**src/inc/prc_consts.svh**
```systemverilog
// constants shared by both ends of the pulse run-to-limit command link
// assumes a single 200 MHz clock; included by bare name
//
// Notes on behaviour
// - request rise loads run-to-limit on chosen output
// - read-error rise returns current error code
// - stored code holds until next command
// - codes 0 and 100 to 103 meaning
// - codes 104 to 108 meaning
// - codes 109 to 112 meaning
// - unreachable module reports code 2001
// - limit byte: low digit input, high edge
// - host configures input as limit first
// - finish raises exactly one of success, error
// - duty 0 to 99, zero means fifty
// - host picks output 0-3, module 0-255
// - rate 20 Hz to 25k or 250k
// - pulses run until selected limit event
// - host sets direction, then enables output; the bench sets both in one OUTCTL write
// - host reads error code right after failure
`ifndef PRC_CONSTS_SVH
`define PRC_CONSTS_SVH

`define PRC_ERR_NONE      16'h0000
`define PRC_ERR_CMD       16'h0064
`define PRC_ERR_FILE      16'h0065
`define PRC_ERR_FTYPE     16'h0066
`define PRC_ERR_PROFILE   16'h0067
`define PRC_ERR_NOT_LIMIT 16'h0068
`define PRC_ERR_EDGE      16'h0069
`define PRC_ERR_IN_FUNC   16'h006A
`define PRC_ERR_IN_NUM    16'h006B
`define PRC_ERR_PRESET    16'h006C
`define PRC_ERR_TBL_FULL  16'h006D
`define PRC_ERR_TBL_IDX   16'h006E
`define PRC_ERR_REG_NUM   16'h006F
`define PRC_ERR_REG_CFG   16'h0070
`define PRC_ERR_NO_LINK   16'h07D1

`define PRC_LIM_IN        3:0
`define PRC_LIM_EDGE      7:4
`define PRC_EDGE_RISE     4'h0
`define PRC_EDGE_FALL     4'h1
`define PRC_EDGE_BOTH     4'h2
`define PRC_IN_MAX        4'h3

`define PRC_CLK_HZ        28'hBEBC200
`define PRC_DUTY_STEP     28'h01E8480
`define PRC_DUTY_MAX      8'h63
`define PRC_DUTY_HALF     8'h32
`define PRC_FREQ_MIN      18'h00014
`define PRC_FREQ_MAX_BASE 18'h061A8
`define PRC_FREQ_MAX_ENH  18'h3D090
`define PRC_CLK_PERIOD_NS 5
`define PRC_LOAD_TIME_NS  40
`define PRC_LOAD_CYC ((`PRC_LOAD_TIME_NS+`PRC_CLK_PERIOD_NS-1)/`PRC_CLK_PERIOD_NS)

`define PRC_REG_CTRL      8'h00
`define PRC_REG_FREQ      8'h04
`define PRC_REG_PARAM     8'h08
`define PRC_REG_OUTCTL    8'h0C
`define PRC_REG_STATUS    8'h10
`define PRC_REG_CODE      8'h14
`define PRC_REG_INT_STAT  8'h18
`define PRC_REG_INT_MASK  8'h1C
`define PRC_CTRL_RUN      0
`define PRC_CTRL_RDE      1
`define PRC_CTRL_OUT      5:4
`define PRC_PAR_LIM       7:0
`define PRC_PAR_DUTY      15:8
`define PRC_PAR_MOD       23:16
`define PRC_OC_EN         3:0
`define PRC_OC_DIR        7:4
`define PRC_INT_OK        0
`define PRC_INT_ERR       1
`define PRC_INT_CODE      2

`endif

```
**src/inc/prc_pkg.sv**
```systemverilog
// types used by the pulse run-to-limit module end
// no dependencies
package prc_pkg;
	typedef enum logic [3:0] {
		PRC_IDLE  = 4'h1,
		PRC_CHECK = 4'h2,
		PRC_LOAD  = 4'h4,
		PRC_RDERR = 4'h8
	} prc_dev_state_t;
endpackage

```
**src/inc/prc_link_if.sv**
```systemverilog
// command link between host controller and pulse output module
// both ends run on the same pclk
`timescale 1ns/100ps
interface prc_link_if;
	logic        run_to_limit_command;
	logic        read_error_command;
	logic [7:0]  mod_id;
	logic [1:0]  out_sel;
	logic [17:0] freq_hz;
	logic [7:0]  limit_sel;
	logic [7:0]  duty;
	logic [3:0]  out_en;
	logic [3:0]  dir;
	logic [3:0]  done_ok;
	logic [3:0]  done_err;
	logic [15:0] code;
	logic        code_valid;

	modport dev (
		input  run_to_limit_command, read_error_command, mod_id, out_sel,
		input  freq_hz, limit_sel, duty, out_en, dir,
		output done_ok, done_err, code, code_valid
	);
	modport host (
		output run_to_limit_command, read_error_command, mod_id, out_sel,
		output freq_hz, limit_sel, duty, out_en, dir,
		input  done_ok, done_err, code, code_valid
	);
endinterface

```
**src/design/prc_pulse_gen.sv**
```systemverilog
// one pulse output: phase accumulator at the commanded rate and duty
// assumes freq and thr stay steady while run is high
`timescale 1ns/100ps
`include "prc_consts.svh"
module prc_pulse_gen #(
	parameter int AW = 28
) (
	// clock and reset
	input  wire logic          pclk,
	input  wire logic          presetn,
	// control
	input  wire logic          run,
	input  wire logic [17:0]   freq_hz,
	input  wire logic [AW-1:0] thr,
	// pin
	output logic               pulse
);
	logic [AW-1:0] acc_q;
	logic [AW-1:0] acc_d;
	logic [AW-1:0] sum;
	logic          pulse_q;

	// one full phase turn equals one second of clock, so no divider needed
	assign sum   = acc_q + AW'(freq_hz);
	assign acc_d = !run ? '0 : (sum >= AW'(`PRC_CLK_HZ)) ?
		sum - AW'(`PRC_CLK_HZ) : sum;
	assign pulse = pulse_q;

	always_ff @(posedge pclk or negedge presetn) begin
		if (!presetn) begin
			acc_q   <= '0;
			pulse_q <= 1'b0;
		end else begin
			acc_q   <= acc_d;
			pulse_q <= run && (acc_q < thr);
		end
	end
endmodule

```
**src/design/prc_device.sv**
```systemverilog
// pulse output module end: command interpreter, limit inputs, four outputs
// assumes host drives the link on the same pclk; limit pins are async
//
// The APB register port and the placing of the registers were decided locally.
`timescale 1ns/100ps
`include "prc_consts.svh"
module prc_device #(
	parameter logic [7:0] MODULE_ID = 8'h01, // arbitrary neutral value
	parameter bit         ENHANCED  = 1'b1,
	parameter int         NOUT      = 4,
	parameter int         AW        = 28
) (
	// clock and reset
	input  wire logic       pclk,
	input  wire logic       presetn,
	// command link
	prc_link_if.dev         lk,
	// limit input pins and their limit configuration
	input  wire logic       first_channel_input_c,
	input  wire logic       first_channel_input_d,
	input  wire logic       second_channel_input_c,
	input  wire logic       second_channel_input_d,
	input  wire logic [3:0] limit_cfg,
	// remote link health
	input  wire logic       remote_io_link_up,
	// pulse pins
	output logic [NOUT-1:0] pulse_out,
	output logic [NOUT-1:0] dir_out
);
	localparam logic [3:0] LOAD_CYC = 4'(`PRC_LOAD_CYC);

	prc_pkg::prc_dev_state_t state_q;
	prc_pkg::prc_dev_state_t state_d;

	logic [3:0]      pin_s1_q;
	logic [3:0]      pin_s2_q;
	logic [3:0]      pin_p_q;
	logic [3:0]      cfg_s1_q;
	logic [3:0]      cfg_s2_q;
	logic            link_s1_q;
	logic            link_s2_q;
	logic [3:0]      rise;
	logic [3:0]      fall;
	logic            rtl_p_q;
	logic            rde_p_q;
	logic            rtl_edge;
	logic            rde_edge;
	logic [1:0]      c_out_q;
	logic [7:0]      c_mod_q;
	logic [17:0]     c_freq_q;
	logic [7:0]      c_lim_q;
	logic [7:0]      c_duty_q;
	logic [3:0]      cnt_q;
	logic [15:0]     code_q;
	logic [15:0]     chk_code;
	logic [15:0]     rd_val_q;
	logic            rd_vld_q;
	logic [NOUT-1:0] ok_q;
	logic [NOUT-1:0] err_q;
	logic [NOUT-1:0] armed_q;
	logic [NOUT-1:0] stop;
	logic [17:0]     o_freq_q [NOUT];
	logic [AW-1:0]   o_thr_q  [NOUT];
	logic [7:0]      o_lim_q  [NOUT];
	logic [17:0]     fmax;
	logic [7:0]      duty_eff;
	logic            st_idle;
	logic            st_check;
	logic            st_load;
	logic            st_rderr;
	logic            load_done;
	logic            reachable;

	// selected edge of the selected limit input
	function automatic logic lim_hit(input logic [7:0] sel,
		input logic [3:0] r, input logic [3:0] f);
		logic [1:0] i;
		i = sel[1:0];
		case (sel[`PRC_LIM_EDGE])
		`PRC_EDGE_RISE: lim_hit = r[i];
		`PRC_EDGE_FALL: lim_hit = f[i];
		`PRC_EDGE_BOTH: lim_hit = r[i] | f[i];
		default:        lim_hit = 1'b0;
		endcase
	endfunction

	assign st_idle   = (state_q == prc_pkg::PRC_IDLE);
	assign st_check  = (state_q == prc_pkg::PRC_CHECK);
	assign st_load   = (state_q == prc_pkg::PRC_LOAD);
	assign st_rderr  = (state_q == prc_pkg::PRC_RDERR);
	assign load_done = (cnt_q == 4'h0);
	assign reachable = link_s2_q && (c_mod_q == MODULE_ID);
	assign rise      = pin_s2_q & ~pin_p_q;
	assign fall      = ~pin_s2_q & pin_p_q;
	assign rtl_edge  = lk.run_to_limit_command & ~rtl_p_q;
	assign rde_edge  = lk.read_error_command & ~rde_p_q;
	assign fmax      = ENHANCED ? `PRC_FREQ_MAX_ENH : `PRC_FREQ_MAX_BASE;
	assign duty_eff  = (c_duty_q == 8'h00) ? `PRC_DUTY_HALF : c_duty_q;

	// first failing check wins; order follows what a user fixes first
	assign chk_code =
		!reachable ? `PRC_ERR_NO_LINK :
		(c_lim_q[`PRC_LIM_EDGE] > `PRC_EDGE_BOTH) ? `PRC_ERR_EDGE :
		(c_lim_q[`PRC_LIM_IN] > `PRC_IN_MAX) ? `PRC_ERR_IN_NUM :
		!cfg_s2_q[c_lim_q[1:0]] ? `PRC_ERR_NOT_LIMIT :
		(c_freq_q < `PRC_FREQ_MIN || c_freq_q > fmax) ? `PRC_ERR_CMD :
		(c_duty_q > `PRC_DUTY_MAX) ? `PRC_ERR_CMD :
		`PRC_ERR_NONE;

	always_comb begin
		state_d = state_q;
		case (state_q)
		prc_pkg::PRC_IDLE: begin
			if (rtl_edge)
				state_d = prc_pkg::PRC_CHECK;
			else if (rde_edge)
				state_d = prc_pkg::PRC_RDERR;
		end
		prc_pkg::PRC_CHECK: begin
			if (chk_code == `PRC_ERR_NONE)
				state_d = prc_pkg::PRC_LOAD;
			else
				state_d = prc_pkg::PRC_IDLE;
		end
		prc_pkg::PRC_LOAD: begin
			if (load_done)
				state_d = prc_pkg::PRC_IDLE;
		end
		prc_pkg::PRC_RDERR: state_d = prc_pkg::PRC_IDLE;
		default: state_d = prc_pkg::PRC_IDLE;
		endcase
	end

	// pins and link health are async: two flops before any use
	always_ff @(posedge pclk or negedge presetn) begin
		if (!presetn) begin
			pin_s1_q  <= 4'h0;
			pin_s2_q  <= 4'h0;
			pin_p_q   <= 4'h0;
			cfg_s1_q  <= 4'h0;
			cfg_s2_q  <= 4'h0;
			link_s1_q <= 1'b0;
			link_s2_q <= 1'b0;
			rtl_p_q   <= 1'b0;
			rde_p_q   <= 1'b0;
		end else begin
			pin_s1_q  <= {second_channel_input_d, second_channel_input_c,
				first_channel_input_d, first_channel_input_c};
			pin_s2_q  <= pin_s1_q;
			pin_p_q   <= pin_s2_q;
			cfg_s1_q  <= limit_cfg;
			cfg_s2_q  <= cfg_s1_q;
			link_s1_q <= remote_io_link_up;
			link_s2_q <= link_s1_q;
			rtl_p_q   <= lk.run_to_limit_command;
			rde_p_q   <= lk.read_error_command;
		end
	end

	// command sequencing; edges seen while busy are dropped on purpose
	always_ff @(posedge pclk or negedge presetn) begin
		if (!presetn) begin
			state_q  <= prc_pkg::PRC_IDLE;
			c_out_q  <= 2'h0;
			c_mod_q  <= 8'h00;
			c_freq_q <= 18'h00000;
			c_lim_q  <= 8'h00;
			c_duty_q <= 8'h00;
			cnt_q    <= 4'h0;
			code_q   <= `PRC_ERR_NONE;
			rd_val_q <= `PRC_ERR_NONE;
			rd_vld_q <= 1'b0;
		end else begin
			state_q  <= state_d;
			rd_vld_q <= 1'b0;
			if (st_idle && rtl_edge) begin
				c_out_q  <= lk.out_sel;
				c_mod_q  <= lk.mod_id;
				c_freq_q <= lk.freq_hz;
				c_lim_q  <= lk.limit_sel;
				c_duty_q <= lk.duty;
			end else if (st_idle && rde_edge) begin
				c_mod_q <= lk.mod_id;
			end
			if (st_check) begin
				code_q <= chk_code;
				cnt_q  <= LOAD_CYC - 4'h1;
			end
			if (st_load && !load_done)
				cnt_q <= cnt_q - 4'h1;
			if (st_rderr) begin
				rd_val_q <= reachable ? code_q : `PRC_ERR_NO_LINK;
				rd_vld_q <= 1'b1;
			end
		end
	end

	genvar g;
	generate
		for (g = 0; g < NOUT; g++) begin : g_out
			logic sel;
			assign sel     = (c_out_q == 2'(g));
			assign stop[g] = lim_hit(o_lim_q[g], rise, fall);

			always_ff @(posedge pclk or negedge presetn) begin
				if (!presetn) begin
					ok_q[g]     <= 1'b0;
					err_q[g]    <= 1'b0;
					armed_q[g]  <= 1'b0;
					o_freq_q[g] <= 18'h00000;
					o_thr_q[g]  <= '0;
					o_lim_q[g]  <= 8'h00;
				end else if (st_idle && rtl_edge && lk.out_sel == 2'(g)) begin
					ok_q[g]    <= 1'b0;
					err_q[g]   <= 1'b0;
					armed_q[g] <= 1'b0;
				end else if (sel && st_check && chk_code != `PRC_ERR_NONE) begin
					err_q[g] <= 1'b1;
				end else if (sel && st_load && load_done) begin
					ok_q[g]     <= 1'b1;
					armed_q[g]  <= 1'b1;
					o_freq_q[g] <= c_freq_q;
					o_thr_q[g]  <= AW'(duty_eff) * AW'(`PRC_DUTY_STEP);
					o_lim_q[g]  <= c_lim_q;
				end else if (armed_q[g] && lk.out_en[g] && stop[g]) begin
					armed_q[g] <= 1'b0;
				end
			end

			prc_pulse_gen #(.AW(AW)) u_gen (
				.pclk    (pclk),
				.presetn (presetn),
				.run     (armed_q[g] & lk.out_en[g]),
				.freq_hz (o_freq_q[g]),
				.thr     (o_thr_q[g]),
				.pulse   (pulse_out[g])
			);
		end
	endgenerate

	always_ff @(posedge pclk or negedge presetn) begin
		if (!presetn)
			dir_out <= '0;
		else
			dir_out <= lk.dir;
	end

	assign lk.done_ok    = ok_q;
	assign lk.done_err   = err_q;
	assign lk.code       = rd_val_q;
	assign lk.code_valid = rd_vld_q;
endmodule

```
**src/flat_wrapper.sv**
```systemverilog
// flat-port wrapper written by rule: the top's interface ports become plain ports
module prc_device_flat 
#(
	parameter logic [7:0] MODULE_ID = 8'h01,                           
	parameter bit         ENHANCED  = 1'b1,
	parameter int         NOUT      = 4,
	parameter int         AW        = 28
)
  (pclk, presetn, first_channel_input_c, first_channel_input_d, second_channel_input_c, second_channel_input_d, limit_cfg, remote_io_link_up, pulse_out, dir_out, lk_run_to_limit_command, lk_read_error_command, lk_mod_id, lk_out_sel, lk_freq_hz, lk_limit_sel, lk_duty, lk_out_en, lk_dir, lk_done_ok, lk_done_err, lk_code, lk_code_valid);
  prc_link_if lk_i ();
  input  wire logic pclk;
  input  wire logic presetn;
  input  wire logic first_channel_input_c;
  input  wire logic first_channel_input_d;
  input  wire logic second_channel_input_c;
  input  wire logic second_channel_input_d;
  input  wire logic [3:0] limit_cfg;
  input  wire logic remote_io_link_up;
  output logic [NOUT-1:0] pulse_out;
  output logic [NOUT-1:0] dir_out;
  input wire logic [$bits(lk_i.run_to_limit_command)-1:0] lk_run_to_limit_command;
  input wire logic [$bits(lk_i.read_error_command)-1:0] lk_read_error_command;
  input wire logic [$bits(lk_i.mod_id)-1:0] lk_mod_id;
  input wire logic [$bits(lk_i.out_sel)-1:0] lk_out_sel;
  input wire logic [$bits(lk_i.freq_hz)-1:0] lk_freq_hz;
  input wire logic [$bits(lk_i.limit_sel)-1:0] lk_limit_sel;
  input wire logic [$bits(lk_i.duty)-1:0] lk_duty;
  input wire logic [$bits(lk_i.out_en)-1:0] lk_out_en;
  input wire logic [$bits(lk_i.dir)-1:0] lk_dir;
  output wire logic [$bits(lk_i.done_ok)-1:0] lk_done_ok;
  output wire logic [$bits(lk_i.done_err)-1:0] lk_done_err;
  output wire logic [$bits(lk_i.code)-1:0] lk_code;
  output wire logic [$bits(lk_i.code_valid)-1:0] lk_code_valid;
  assign lk_i.run_to_limit_command = lk_run_to_limit_command;
  assign lk_i.read_error_command = lk_read_error_command;
  assign lk_i.mod_id = lk_mod_id;
  assign lk_i.out_sel = lk_out_sel;
  assign lk_i.freq_hz = lk_freq_hz;
  assign lk_i.limit_sel = lk_limit_sel;
  assign lk_i.duty = lk_duty;
  assign lk_i.out_en = lk_out_en;
  assign lk_i.dir = lk_dir;
  assign lk_done_ok = lk_i.done_ok;
  assign lk_done_err = lk_i.done_err;
  assign lk_code = lk_i.code;
  assign lk_code_valid = lk_i.code_valid;
  prc_device #(.MODULE_ID(MODULE_ID), .ENHANCED(ENHANCED), .NOUT(NOUT), .AW(AW)) u_core (.pclk(pclk), .presetn(presetn), .lk(lk_i), .first_channel_input_c(first_channel_input_c), .first_channel_input_d(first_channel_input_d), .second_channel_input_c(second_channel_input_c), .second_channel_input_d(second_channel_input_d), .limit_cfg(limit_cfg), .remote_io_link_up(remote_io_link_up), .pulse_out(pulse_out), .dir_out(dir_out));
endmodule
```
**config.mk**
```make
export PLATFORM = sky130hd
export DESIGN_NAME = prc_device_flat
export DESIGN_NICKNAME = d
export VERILOG_FILES = /design/src/inc/prc_pkg.sv /design/src/inc/prc_link_if.sv /design/src/design/prc_pulse_gen.sv /design/src/design/prc_device.sv /design/src/flat_wrapper.sv
export VERILOG_INCLUDE_DIRS = /design/src /design/src/inc
export SDC_FILE = /design/constraint.sdc
export NUM_CORES = 1
export LEC_CHECK = 0
export BUFFER_PORTS_ARGS = -buffer_cell sky130_fd_sc_hd__buf_2
export CAP_MARGIN = 20
export CORE_MARGIN = 3
export CORE_UTILIZATION = 40
export CTS_BUF_LIST = sky130_fd_sc_hd__clkbuf_4 sky130_fd_sc_hd__clkbuf_8
export CTS_CLUSTER_SIZE = 25
export DETAILED_ROUTE_END_ITERATION = 8
export GPL_TIMING_DRIVEN = 0
export PLACE_DENSITY_LB_ADDON = 0.05
export SETUP_SLACK_MARGIN = 0.4
export SYNTH_ARGS = -nofsm -noshare
export SYNTH_HDL_FRONTEND = slang
export SYNTH_HIERARCHICAL = 1
export SYNTH_SLANG_ARGS = --single-unit
```
**constraint.sdc**
```tcl
create_clock -name pclk -period 5.9 [get_ports pclk]
set_clock_uncertainty 0.2 [all_clocks]
set_input_delay 0.295 -clock pclk [delete_from_list [all_inputs] [get_ports pclk]]
set_output_delay 0.295 -clock pclk [all_outputs]
set_load 0.01 [all_outputs]
```
### Word-level counts from Yosys, hierarchy flattened

Index checks and enable logic that the tools add are counted.
Widths: inputs -> output; s select.

* bits in registers: 429
* latch bits: 0
* RAM bits: 0
* ROM bits: 0
* input bits: 65
* output and inout bits: 33
* logic and storage cells: 288
* memories kept: 0

* $add $sub $neg: 9
* multiply operators: 1
* divide/modulo/power cells: 0
* order comparisons: 18
* eq/ne operators: 25
* shift operators: 0
* mux-type cells: 84
* bitwise gates (word level): 24
* reduce and logical (&&, ||, !) cells: 75

Operators by type and width (number)
* $mux 28: 8
* $add 28x18->28: 4
* $ge 28x28->1 const B: 4
* $lt 28x28->1: 4
* $sub 28x28->28 const B: 4
* $mux 16: 6
* $mux 1: 46
* $logic_and 1x1->1: 36
* $mux 8: 3
* $mul 8x14->21 const B: 1
* $eq 4x1->1 const B: 5
* $eq 4x2->1 const B: 5
* $logic_not 4->1: 5
* $mux 4: 5
* $reduce_bool 2->1: 10
* $bmux 1 s2: 9
* $gt 18x18->1 const B: 1
* $lt 18x5->1 const B: 1
* $reduce_and 2->1: 9
* $logic_not 16->1: 1
* $reduce_bool 16->1: 1
* $lt 2x3->1 const B: 5
* $pmux 1 s3: 4
* $pmux 4 s3: 1
* other kinds (24): 58

### Depth between registers and ports, before layout

Gate-level depths: netlist (run 1).

* depth in word-level cells: 11
* depth in mapped cells: 21
* mapped depth without buffers: 20

### Modules after synthesis

Netlist (run 1), hierarchy kept.

By module, submodules not included
* prc_device: times used 1, cells an instance 1070, area each 12822.3 µm², seq. area each 7183.1 µm²
* prc_pulse_gen (u_core.g_out[1].u_gen ...): times used 3, cells an instance 436, area each 3559.7 µm², seq. area each 725.7 µm²
* prc_pulse_gen (u_core.g_out[0].u_gen): times used 1, cells an instance 421, area each 3547.2 µm², seq. area each 725.7 µm²

### Worst setup path before layout (run 1)

No wires, ideal clock.

* path kind: flip-flop to flip-flop
* start point: reg u_core.c_duty_q[6]
* end point: reg u_core/o_thr_q[111] in the netlist's numbering
* setup time: 0.136 ns
* arrival time: 4.974 ns
* data required time: 5.564 ns
* setup slack: 0.589 ns
* stages on the path, launching flop included: 22
* path buffers: 1
* clock period less this slack: 5.311 ns
* cells stage by stage: dfrtp_1 inv_1 ha_1 nand2_1 or4_1 clkbuf_1 nand2b_1 inv_1 fa_1 inv_1 fa_1 inv_1 fa_1 inv_1 ha_1 ha_1 a21o_1 a21o_1 a221o_1 a21oi_1 xnor2_1 o21ai_0

* longest elaborated chain between the ends: 11
* elaborated cells on any way between the ends: 14
* classes of those cells: mul (1); order compare (1); mux (7); bitwise (1); reduce/logical (4)

Ends and longest elaborated chain
* from (decl): line prc_device.sv:52 `logic [7:0] c_duty_q;`
* from (signal assigned): line prc_device.sv:181 `c_duty_q <= lk.duty;`
* branches (longest 11 deep; another with $mul 8x14->21)
* to (signal, indexed assignment): line prc_device.sv:223 `` o_thr_q[g] <= AW'(duty_eff) * AW'(`PRC_DUTY_STEP); ``
* to (decl): line prc_device.sv:63 `logic [AW-1:0] o_thr_q [NOUT];`

Several ways; the timed one is not identified.
A chain may end at the register's enable or synchronous reset.

### Worst setup path after layout (run 1)

* start point: reg u_core.c_duty_q[5]
* end point: reg u_core/o_thr_q[27] in the netlist's numbering

The elaborated chain is that of the path after synthesis.

==> results of run 1 <==
-- Yosys cell counts (62+ instances only) --
cell,count
dfrtp_1,402
nand2_1,273
ha_1,233
inv_1,197
a21oi_1,145
o21ai_0,137
mux2_2,132
nor2_1,131
a21o_1,88
and2_1,73
xnor2_1,69
nand3_1,66
clkbuf_1,62
-- area by class of cell --
cell class                      count  share of cell area
Multi-Input combinational cell   2115               0.508
Sequential cell                   403               0.319
Clock buffer                      123              0.0490
Timing Repair Buffer              179              0.0436
Tap cell                          864              0.0342
Inverter                          199              0.0240
Buffer                            114              0.0187
Clock inverter                     11             0.00289
Antenna cell                        4            0.000317
-- what timing repair did --
| item | in CTS | in global routing |
|---|---|---|
| pin swaps | 8 | 12 |
| gates cloned | 0 | 0 |
| setup buffers | 12 | 6 |
| endpoints found under the setup margin | 36 | 28 |
| hold buffers | 63 | 0 |
| gates resized for setup | 43 | 35 |
| hold endpoints to repair | 170 | 0 |
-- kinds of logic (layout without fill, tap and decap cells) --
kind of cell / after synthesis / after routing / synth area share
simple gates: 873 / 873 / 0.168
compound gates: 678 / 678 / 0.179
flops: 403 / 403 / 0.373
buf+inv: 313 / 626 / 0.0486
fa+ha+maj: 254 / 254 / 0.123
mux: 156 / 156 / 0.0682
xor+xnor: 121 / 121 / 0.0400
other cells: 1 / 37 / 0.000139
-- state kept, by name, summed over array words and instances (netlist names), 7 cells and up --
register,cells
u_core/g_out.u_gen/acc_q,112
u_core/o_lim_q,24
u_core/c_freq_q,18
u_core/c_lim_q,8
u_core/c_mod_q,8
u_core/o_freq_q,72
u_core/o_thr_q,84
u_core/code_q,7
u_core/lk.code,7
u_core/c_duty_q,8
-- power groups by stage --
stage | logic [mW] | clock network (mW) | registers, mW
after global routing | 7.65 | 3.17 | 3.32
after CTS | 6.62 | 3.04 | 3.30
after floorplan | 2.80 | 0 | 3.13
after detailed placement | 4.88 | 0 | 3.35
final | 7.20 | 2.93 | 3.30
after global placement | 4.54 | 0 | 3.36
-- worst min path at each step --
| stage | to | cells past startpoint | slack (ps) | startpoint |
|---|---|---|---|---|
| detailed placement | u_core/cfg_s2_q[2]$_DFF_PN0_ | 0 | 130 | u_core/cfg_s1_q[2]$_DFF_PN0_ |
| global placement | u_core/pin_s2_q[2]$_DFF_PN0_ | 0 | 130 | u_core/pin_s1_q[2]$_DFF_PN0_ |
| floorplan | u_core/armed_q[0]$_DFFE_PN0P_ | 0 | -200 | presetn |
| finish | u_core/g_out[3].u_gen/acc_q[22]$_DFF_PN0_ | 2 | 50 | presetn |
| CTS | u_core/pin_s1_q[3]$_DFF_PN0_ | 2 | 40 | second_channel_input_d |
| global route | u_core/pin_s1_q[2]$_DFF_PN0_ | 2 | 70 | second_channel_input_c |
-- per-layer routing --
| metal | global-route usage | share of wire |
|---|---|---|
| met1 | 0.351 | 0.49 |
| met2 | 0.352 | 0.43 |
| met3 | 0.0425 | 0.063 |
| met4 | 0.0639 | 0.019 |
| met5 | 0 | 0 |
-- per-stage QoR --
stage                util  setup WS (ps)
finish              0.476            574
global route        0.476            403
CTS                 0.473            404
detailed placement  0.434          -1020
global placement    0.433          -4100
floorplan               -            589
==> results.txt, run 1 <==
Status = finished clean
Vias in the first global route = 22349
Part of the power in registers = 0.246
Crit Path Max Fanout = 10
Synth unique cells = 110
Cell Area, Placed = 28800 sq um
RSZ-0062 raised after global routing = false
Worst slew pin tran = 1040 ps
Synth Cell Area = 27000 sq um
Final instance area = 31600 sq um
R2R setup slack = 570 ps
Cells along the critical path = clkbuf_1 -> or4_4 -> buf_12 -> nand2b_4 -> inv_4 -> fa_1 -> inv_1 -> fa_1 -> inv_1 -> fa_1 -> inv_1 -> ha_4 -> ha_4 -> a21o_4 -> a21o_1 -> a221o_1 -> a21oi_2 -> xnor2_2 -> buf_6 -> o21ai_0
Crit share post-route = 0.903
Commonest non-fill, non-tap cell in the layout = dfrtp_1
Syn Inst Count = 2799
Cell taking the most area after synthesis = dfrtp_1
Via count = 22497
Area Growth Syn to Fin = 16.8%
Max-cap check violation count = 0
Clock latency on the worst-skew pair = 650 ps
Slew HR = 0.302
TritonCTS clock tree = built
Critical Path Stages = 20
Share of layout cells above drive strength 1 = 0.181
Maximum clock rate = 0.188 GHz
Rows = 94
Critical-path top delay cell = or4_4
CTS root buffer = clkbuf_8
Synth async-reset ratio = 1.00
Worst hold slack = 47.5 ps
Final antenna-violating net count = 0
I/O Pins = 98
Sequential fraction of the synthesis area = 0.373
Crit start category = flop
Final net count = 3407
Hold Crit Class = in2async
Clock network power share = 0.218
First-pass DRT Iterations = 6
DRC viols = 0
Critical Path AT = 5620 ps
Final Max Tran Viols = 0
Critical path origin = u_core/c_duty_q[5]$_DFFE_PN0P_
Yosys warns = 6
CTS Sinks = 403
Worst r2r path cells = 20
CP delay by family, top = adder cells
Largest net degree at the start of global routing = 110
Die ar. = 70800 sq um
Final Critical Period = 5330 ps
Final Power = 13.4 mW
Final Wtd Congestion = 0.923
Sw Share = 0.439
Avg Synthesized Cell Area = 9.66 sq um
Pwr per Cell Area = 425 nW/um^2
CP Capture Type = flop
Post-synth top flop = dfrtp_1
WP buf/inv = 7
Clk buf depth = 3
Seq cells post-synth = 403
RR Startpoint = u_core/c_duty_q[5]$_DFFE_PN0P_
Filler Cell Count = 6387
CP endpoint = u_core/o_thr_q[27]$_DFFE_PN0P_
Die Y = 266 microns
Clk slew on worst S/H paths = 60 ps
GRT Util Overall = 0.236
Most frequent cells in the layout = dfrtp_1, nand2_1, ha_1, inv_1, a21oi_1
Worst VDD drop = 925 uV
Switching power = 5.90 mW
CP Class = reg2reg
Pleak = 15.0 nW
Final HPWL DP = 61800 microns
Initial core utilization = 0.408
Sum Neg Setup Slack = 0 ps
Htree depth = 3
Yosys top cell area share = 0.372
Buffers on Ports = 92
Overflow after GRT = 0
Largest cells by area after synthesis = dfrtp_1, ha_1, mux2_2
Cts bufs inserted = 76
Pint = 7.53 mW
First-pass GRT wire length = 130000 microns
Critical Path Max Stage Delay = 590 ps
Combinational share of power = 0.536
Routed WL = 83500 microns
Die Width = 266 microns
Vias/cell = 5.61
Register Area = 10100 sq um
Final Hold Vio Count = 0
Non-filler instance count after layout = 4012
Post-DR wirelength/cell = 20.8 microns
Core area = 66300 sq um
EDFF count, synth = 0
Setup violations, final = 0
Placed Instances = 3792
Critical Path RT = 6190 ps
Initial DRC count = 1764
Area of the multi-input gates = 16000 sq um
Worst R2R End = u_core/o_thr_q[27]$_DFFE_PN0P_
Initial antenna violation count = 13
Note: power is estimated with default switching activity, not from simulation.
==> run 2: changes to the inputs <==
--- a/config.mk
+++ b/config.mk
@@ -6,14 +6,17 @@
 export SDC_FILE = /design/constraint.sdc
 export NUM_CORES = 1
 export LEC_CHECK = 0
+export ABC_CLOCK_PERIOD_IN_PS = 5900
 export BUFFER_PORTS_ARGS = -buffer_cell sky130_fd_sc_hd__buf_2
 export CAP_MARGIN = 20
+export CORE_ASPECT_RATIO = 0.75
 export CORE_MARGIN = 3
 export CORE_UTILIZATION = 40
 export CTS_BUF_LIST = sky130_fd_sc_hd__clkbuf_4 sky130_fd_sc_hd__clkbuf_8
 export CTS_CLUSTER_SIZE = 25
 export DETAILED_ROUTE_END_ITERATION = 8
 export GPL_TIMING_DRIVEN = 0
+export HOLD_SLACK_MARGIN = 0.15
 export PLACE_DENSITY_LB_ADDON = 0.05
 export SETUP_SLACK_MARGIN = 0.4
 export SYNTH_ARGS = -nofsm -noshare
==> results.txt, run 2 (synthesized netlist as in run 1, its figures left out) <==
Setup violations, final = 0 (unchanged)
Largest net degree at the start of global routing = 96 (-13%)
Final Max Tran Viols = 0 (unchanged)
Placed Instances = 3800 (+0.21%)
Crit Path Max Fanout = 7 (-3)
Via count = 22688 (+0.85%)
Maximum clock rate = 0.186 GHz (-0.68%)
Post-DR wirelength/cell = 21.1 microns (+1.5%)
Largest reg by FF count = u_core/g_out.u_gen/acc_q
Initial antenna violation count = 7 (-6)
Combinational share of power = 0.478 (-0.058)
Final Critical Period = 5360 ps (+36.6 ps)
Vias/cell = 5.61 (about the same)
Final Wtd Congestion = 0.898 (-2.7%)
Worst hold slack = 152 ps (+104 ps)
RSZ-0062 raised after global routing = false
Final antenna-violating net count = 0 (unchanged)
Biggest regs = u_core/g_out.u_gen/acc_q: 112 flops, u_core/o_thr_q: 84 flops, u_core/o_freq_q: 72 flops
First-pass GRT wire length = 132000 microns (+1.0%)
Commonest non-fill, non-tap cell in the layout = dfrtp_1
Rows = 81 (-14%)
Crit start category = flop
Largest register FFs = 112 (unchanged)
Final Hold Vio Count = 0 (unchanged)
Filler Cell Count = 6272 (-1.8%)
Crit share post-route = 0.909 (+0.00621)
Final HPWL DP = 63100 microns (+2.1%)
Clock network power share = 0.243 (+0.025)
Core area = 66100 sq um (-0.38%)
CTS Sinks = 403 (unchanged)
Sw Share = 0.427 (-0.0122)
Routed WL = 85400 microns (+2.3%)
Hold Crit Class = reg2reg
Overflow after GRT = 0 (unchanged)
Area of the multi-input gates = 15900 sq um (-0.66%)
TritonCTS clock tree = built
Register Area = 10100 sq um (about the same)
Part of the power in registers = 0.278 (+0.032)
Pleak = 15.1 nW (+0.63%)
CP Capture Type = flop
Max-cap check violation count = 0 (unchanged)
Worst slew pin tran = 1060 ps (+21.6 ps)
Final net count = 3436 (+0.85%)
Most frequent cells in the layout = dfrtp_1, nand2_1, ha_1, inv_1, a21oi_1
First-pass DRT Iterations = 5 (-1)
Share of layout cells above drive strength 1 = 0.175 (-0.00664)
Worst VDD drop = 649 uV (-30%)
I/O Pins = 98 (unchanged)
Slew HR = 0.291 (-0.0112)
Die Y = 231 microns (-13%)
DRC viols = 0 (unchanged)
Die Width = 306 microns (+15%)
GRT Util Overall = 0.240 (+0.00394)
Sum Neg Setup Slack = 0 ps (unchanged)
Cts bufs inserted = 71 (-6.6%)
Status = finished clean
Clock latency on the worst-skew pair = 660 ps (about the same)
Non-filler instance count after layout = 4044 (+0.80%)
Critical Path AT = 5690 ps (+70 ps)
Die ar. = 70800 sq um (about the same)
Initial DRC count = 1757 (-0.40%)
Cells along the critical path = inv_2 -> ha_1 -> nand2b_1 -> or4_4 -> buf_8 -> nand2_4 -> inv_1 -> fa_1 -> ha_2 -> inv_1 -> fa_2 -> fa_1 -> inv_1 -> ha_2 -> a21oi_1 -> o21ai_1 -> a311o_1 -> a31oi_2 -> xnor2_2 -> mux2_4
Pwr per Cell Area = 374 nW/um^2 (-12%)
CP Class = reg2reg
Switching power = 5.07 mW (-14%)
Critical Path Max Stage Delay = 550 ps (-40 ps)
Htree depth = 3 (unchanged)
CTS root buffer = clkbuf_8
Initial core utilization = 0.409 (+0.00158)
Buffers on Ports = 92 (unchanged)
Vias in the first global route = 22208 (-0.63%)
Clk slew on worst S/H paths = 60 ps (about the same)
Most frequent CP cell = inv_1
Area Growth Syn to Fin = 17.5%
Pint = 6.80 mW (-9.6%)
Critical Path RT = 6230 ps (+40 ps)
Clk buf depth = 3 (unchanged)
Critical-path top delay cell = fa_1
## run 2: cell types whose count changed in the layout (fill, tap and decap cells not counted), sizes merged, moves of 2 or more
| cell | delta |
|---|---|
| clkbuf | -12 |
| inv | -3 |
| clkinv | +3 |
| dlygate4sd3 | +33 |
| clkinvlp | +5 |
| diode | -3 |
| bufinv | +2 |
## run 2: what timing repair did
item / 4_1_cts / 5_1_grt
pin swaps: 4 / 6
setup endpoints to repair: 28 / 28
hold buffers: 97 / 0
buffers inserted: 10 / 5
gates resized for setup: 25 / 30
endpoints found under the hold margin: 307 / 0
## run 2: final cells by class
class,instances,area share
clock buffers,110,0.0435
repair buffers,213,0.0550
diodes,1,0.0000787
flip-flops and latches,403,0.317
well taps,871,0.0343
multi-input cells,2115,0.501
inverters,199,0.0237
plain buffers,114,0.0185
clock inverters,18,0.00630
## run 2: worst paths after layout
check,from,to,slack [ps],cells past startpoint
min in group asynchronous,presetn,u_core/g_out[2].u_gen/pulse$_DFF_PN0_,610,4
worst min register to register,u_core/pin_s1_q[1]$_DFF_PN0_,u_core/pin_s2_q[1]$_DFF_PN0_,150,0
max in group asynchronous,presetn,u_core/g_out[0].u_gen/acc_q[10]$_DFF_PN0_,3650,6
worst max register to register,u_core/c_duty_q[3]$_DFFE_PN0P_,u_core/o_thr_q[82]$_DFFE_PN0P_,540,20
worst min-delay path,u_core/pin_s1_q[1]$_DFF_PN0_,u_core/pin_s2_q[1]$_DFF_PN0_,150,0
worst max-delay path,u_core/c_duty_q[3]$_DFFE_PN0P_,u_core/o_thr_q[82]$_DFFE_PN0P_,540,20
## run 2: layer usage
metal  vias up  GRT usage  wire length, microns
met3       132     0.0538                  6030
met5         -          0                    41
met2       789      0.339                 34600
met4         6     0.0746                  2220
li1      10749          -                     -
met1     11012      0.361                 42500
## run 2: worst max-delay path, delay by kind of cell, from the launching register on
kind            cells  cell delay, ps
compound gates      4             800
xor+xnor            1             180
fa+ha+maj           6            2250
buf+inv             5             430
flops               1             410
mux                 1             300
simple gates        3             670
## run 2: power groups by stage
stage / Clock [mW] / Sequential, mW / Combinational [mW]
after floorplan: 0 / 3.13 / 2.80
after CTS: 2.98 / 3.32 / 5.20
after global placement: 0 / 3.37 / 4.36
after detailed placement: 0 / 3.37 / 4.43
final: 2.89 / 3.30 / 5.68
after global routing: 3.10 / 3.33 / 6.17
## run 2: metrics by stage
stage                     setup slack [ps]  utilization  power (mW)  area (sq um)
after detailed placement              -784        0.437        7.80         28900
final                                  537        0.481        11.9         31800
after global routing                   364        0.481        12.6         31800
after global placement               -4000        0.435        7.74         28700
after floorplan                        589            -        5.93         27200
after CTS                              403        0.478        11.5         31600
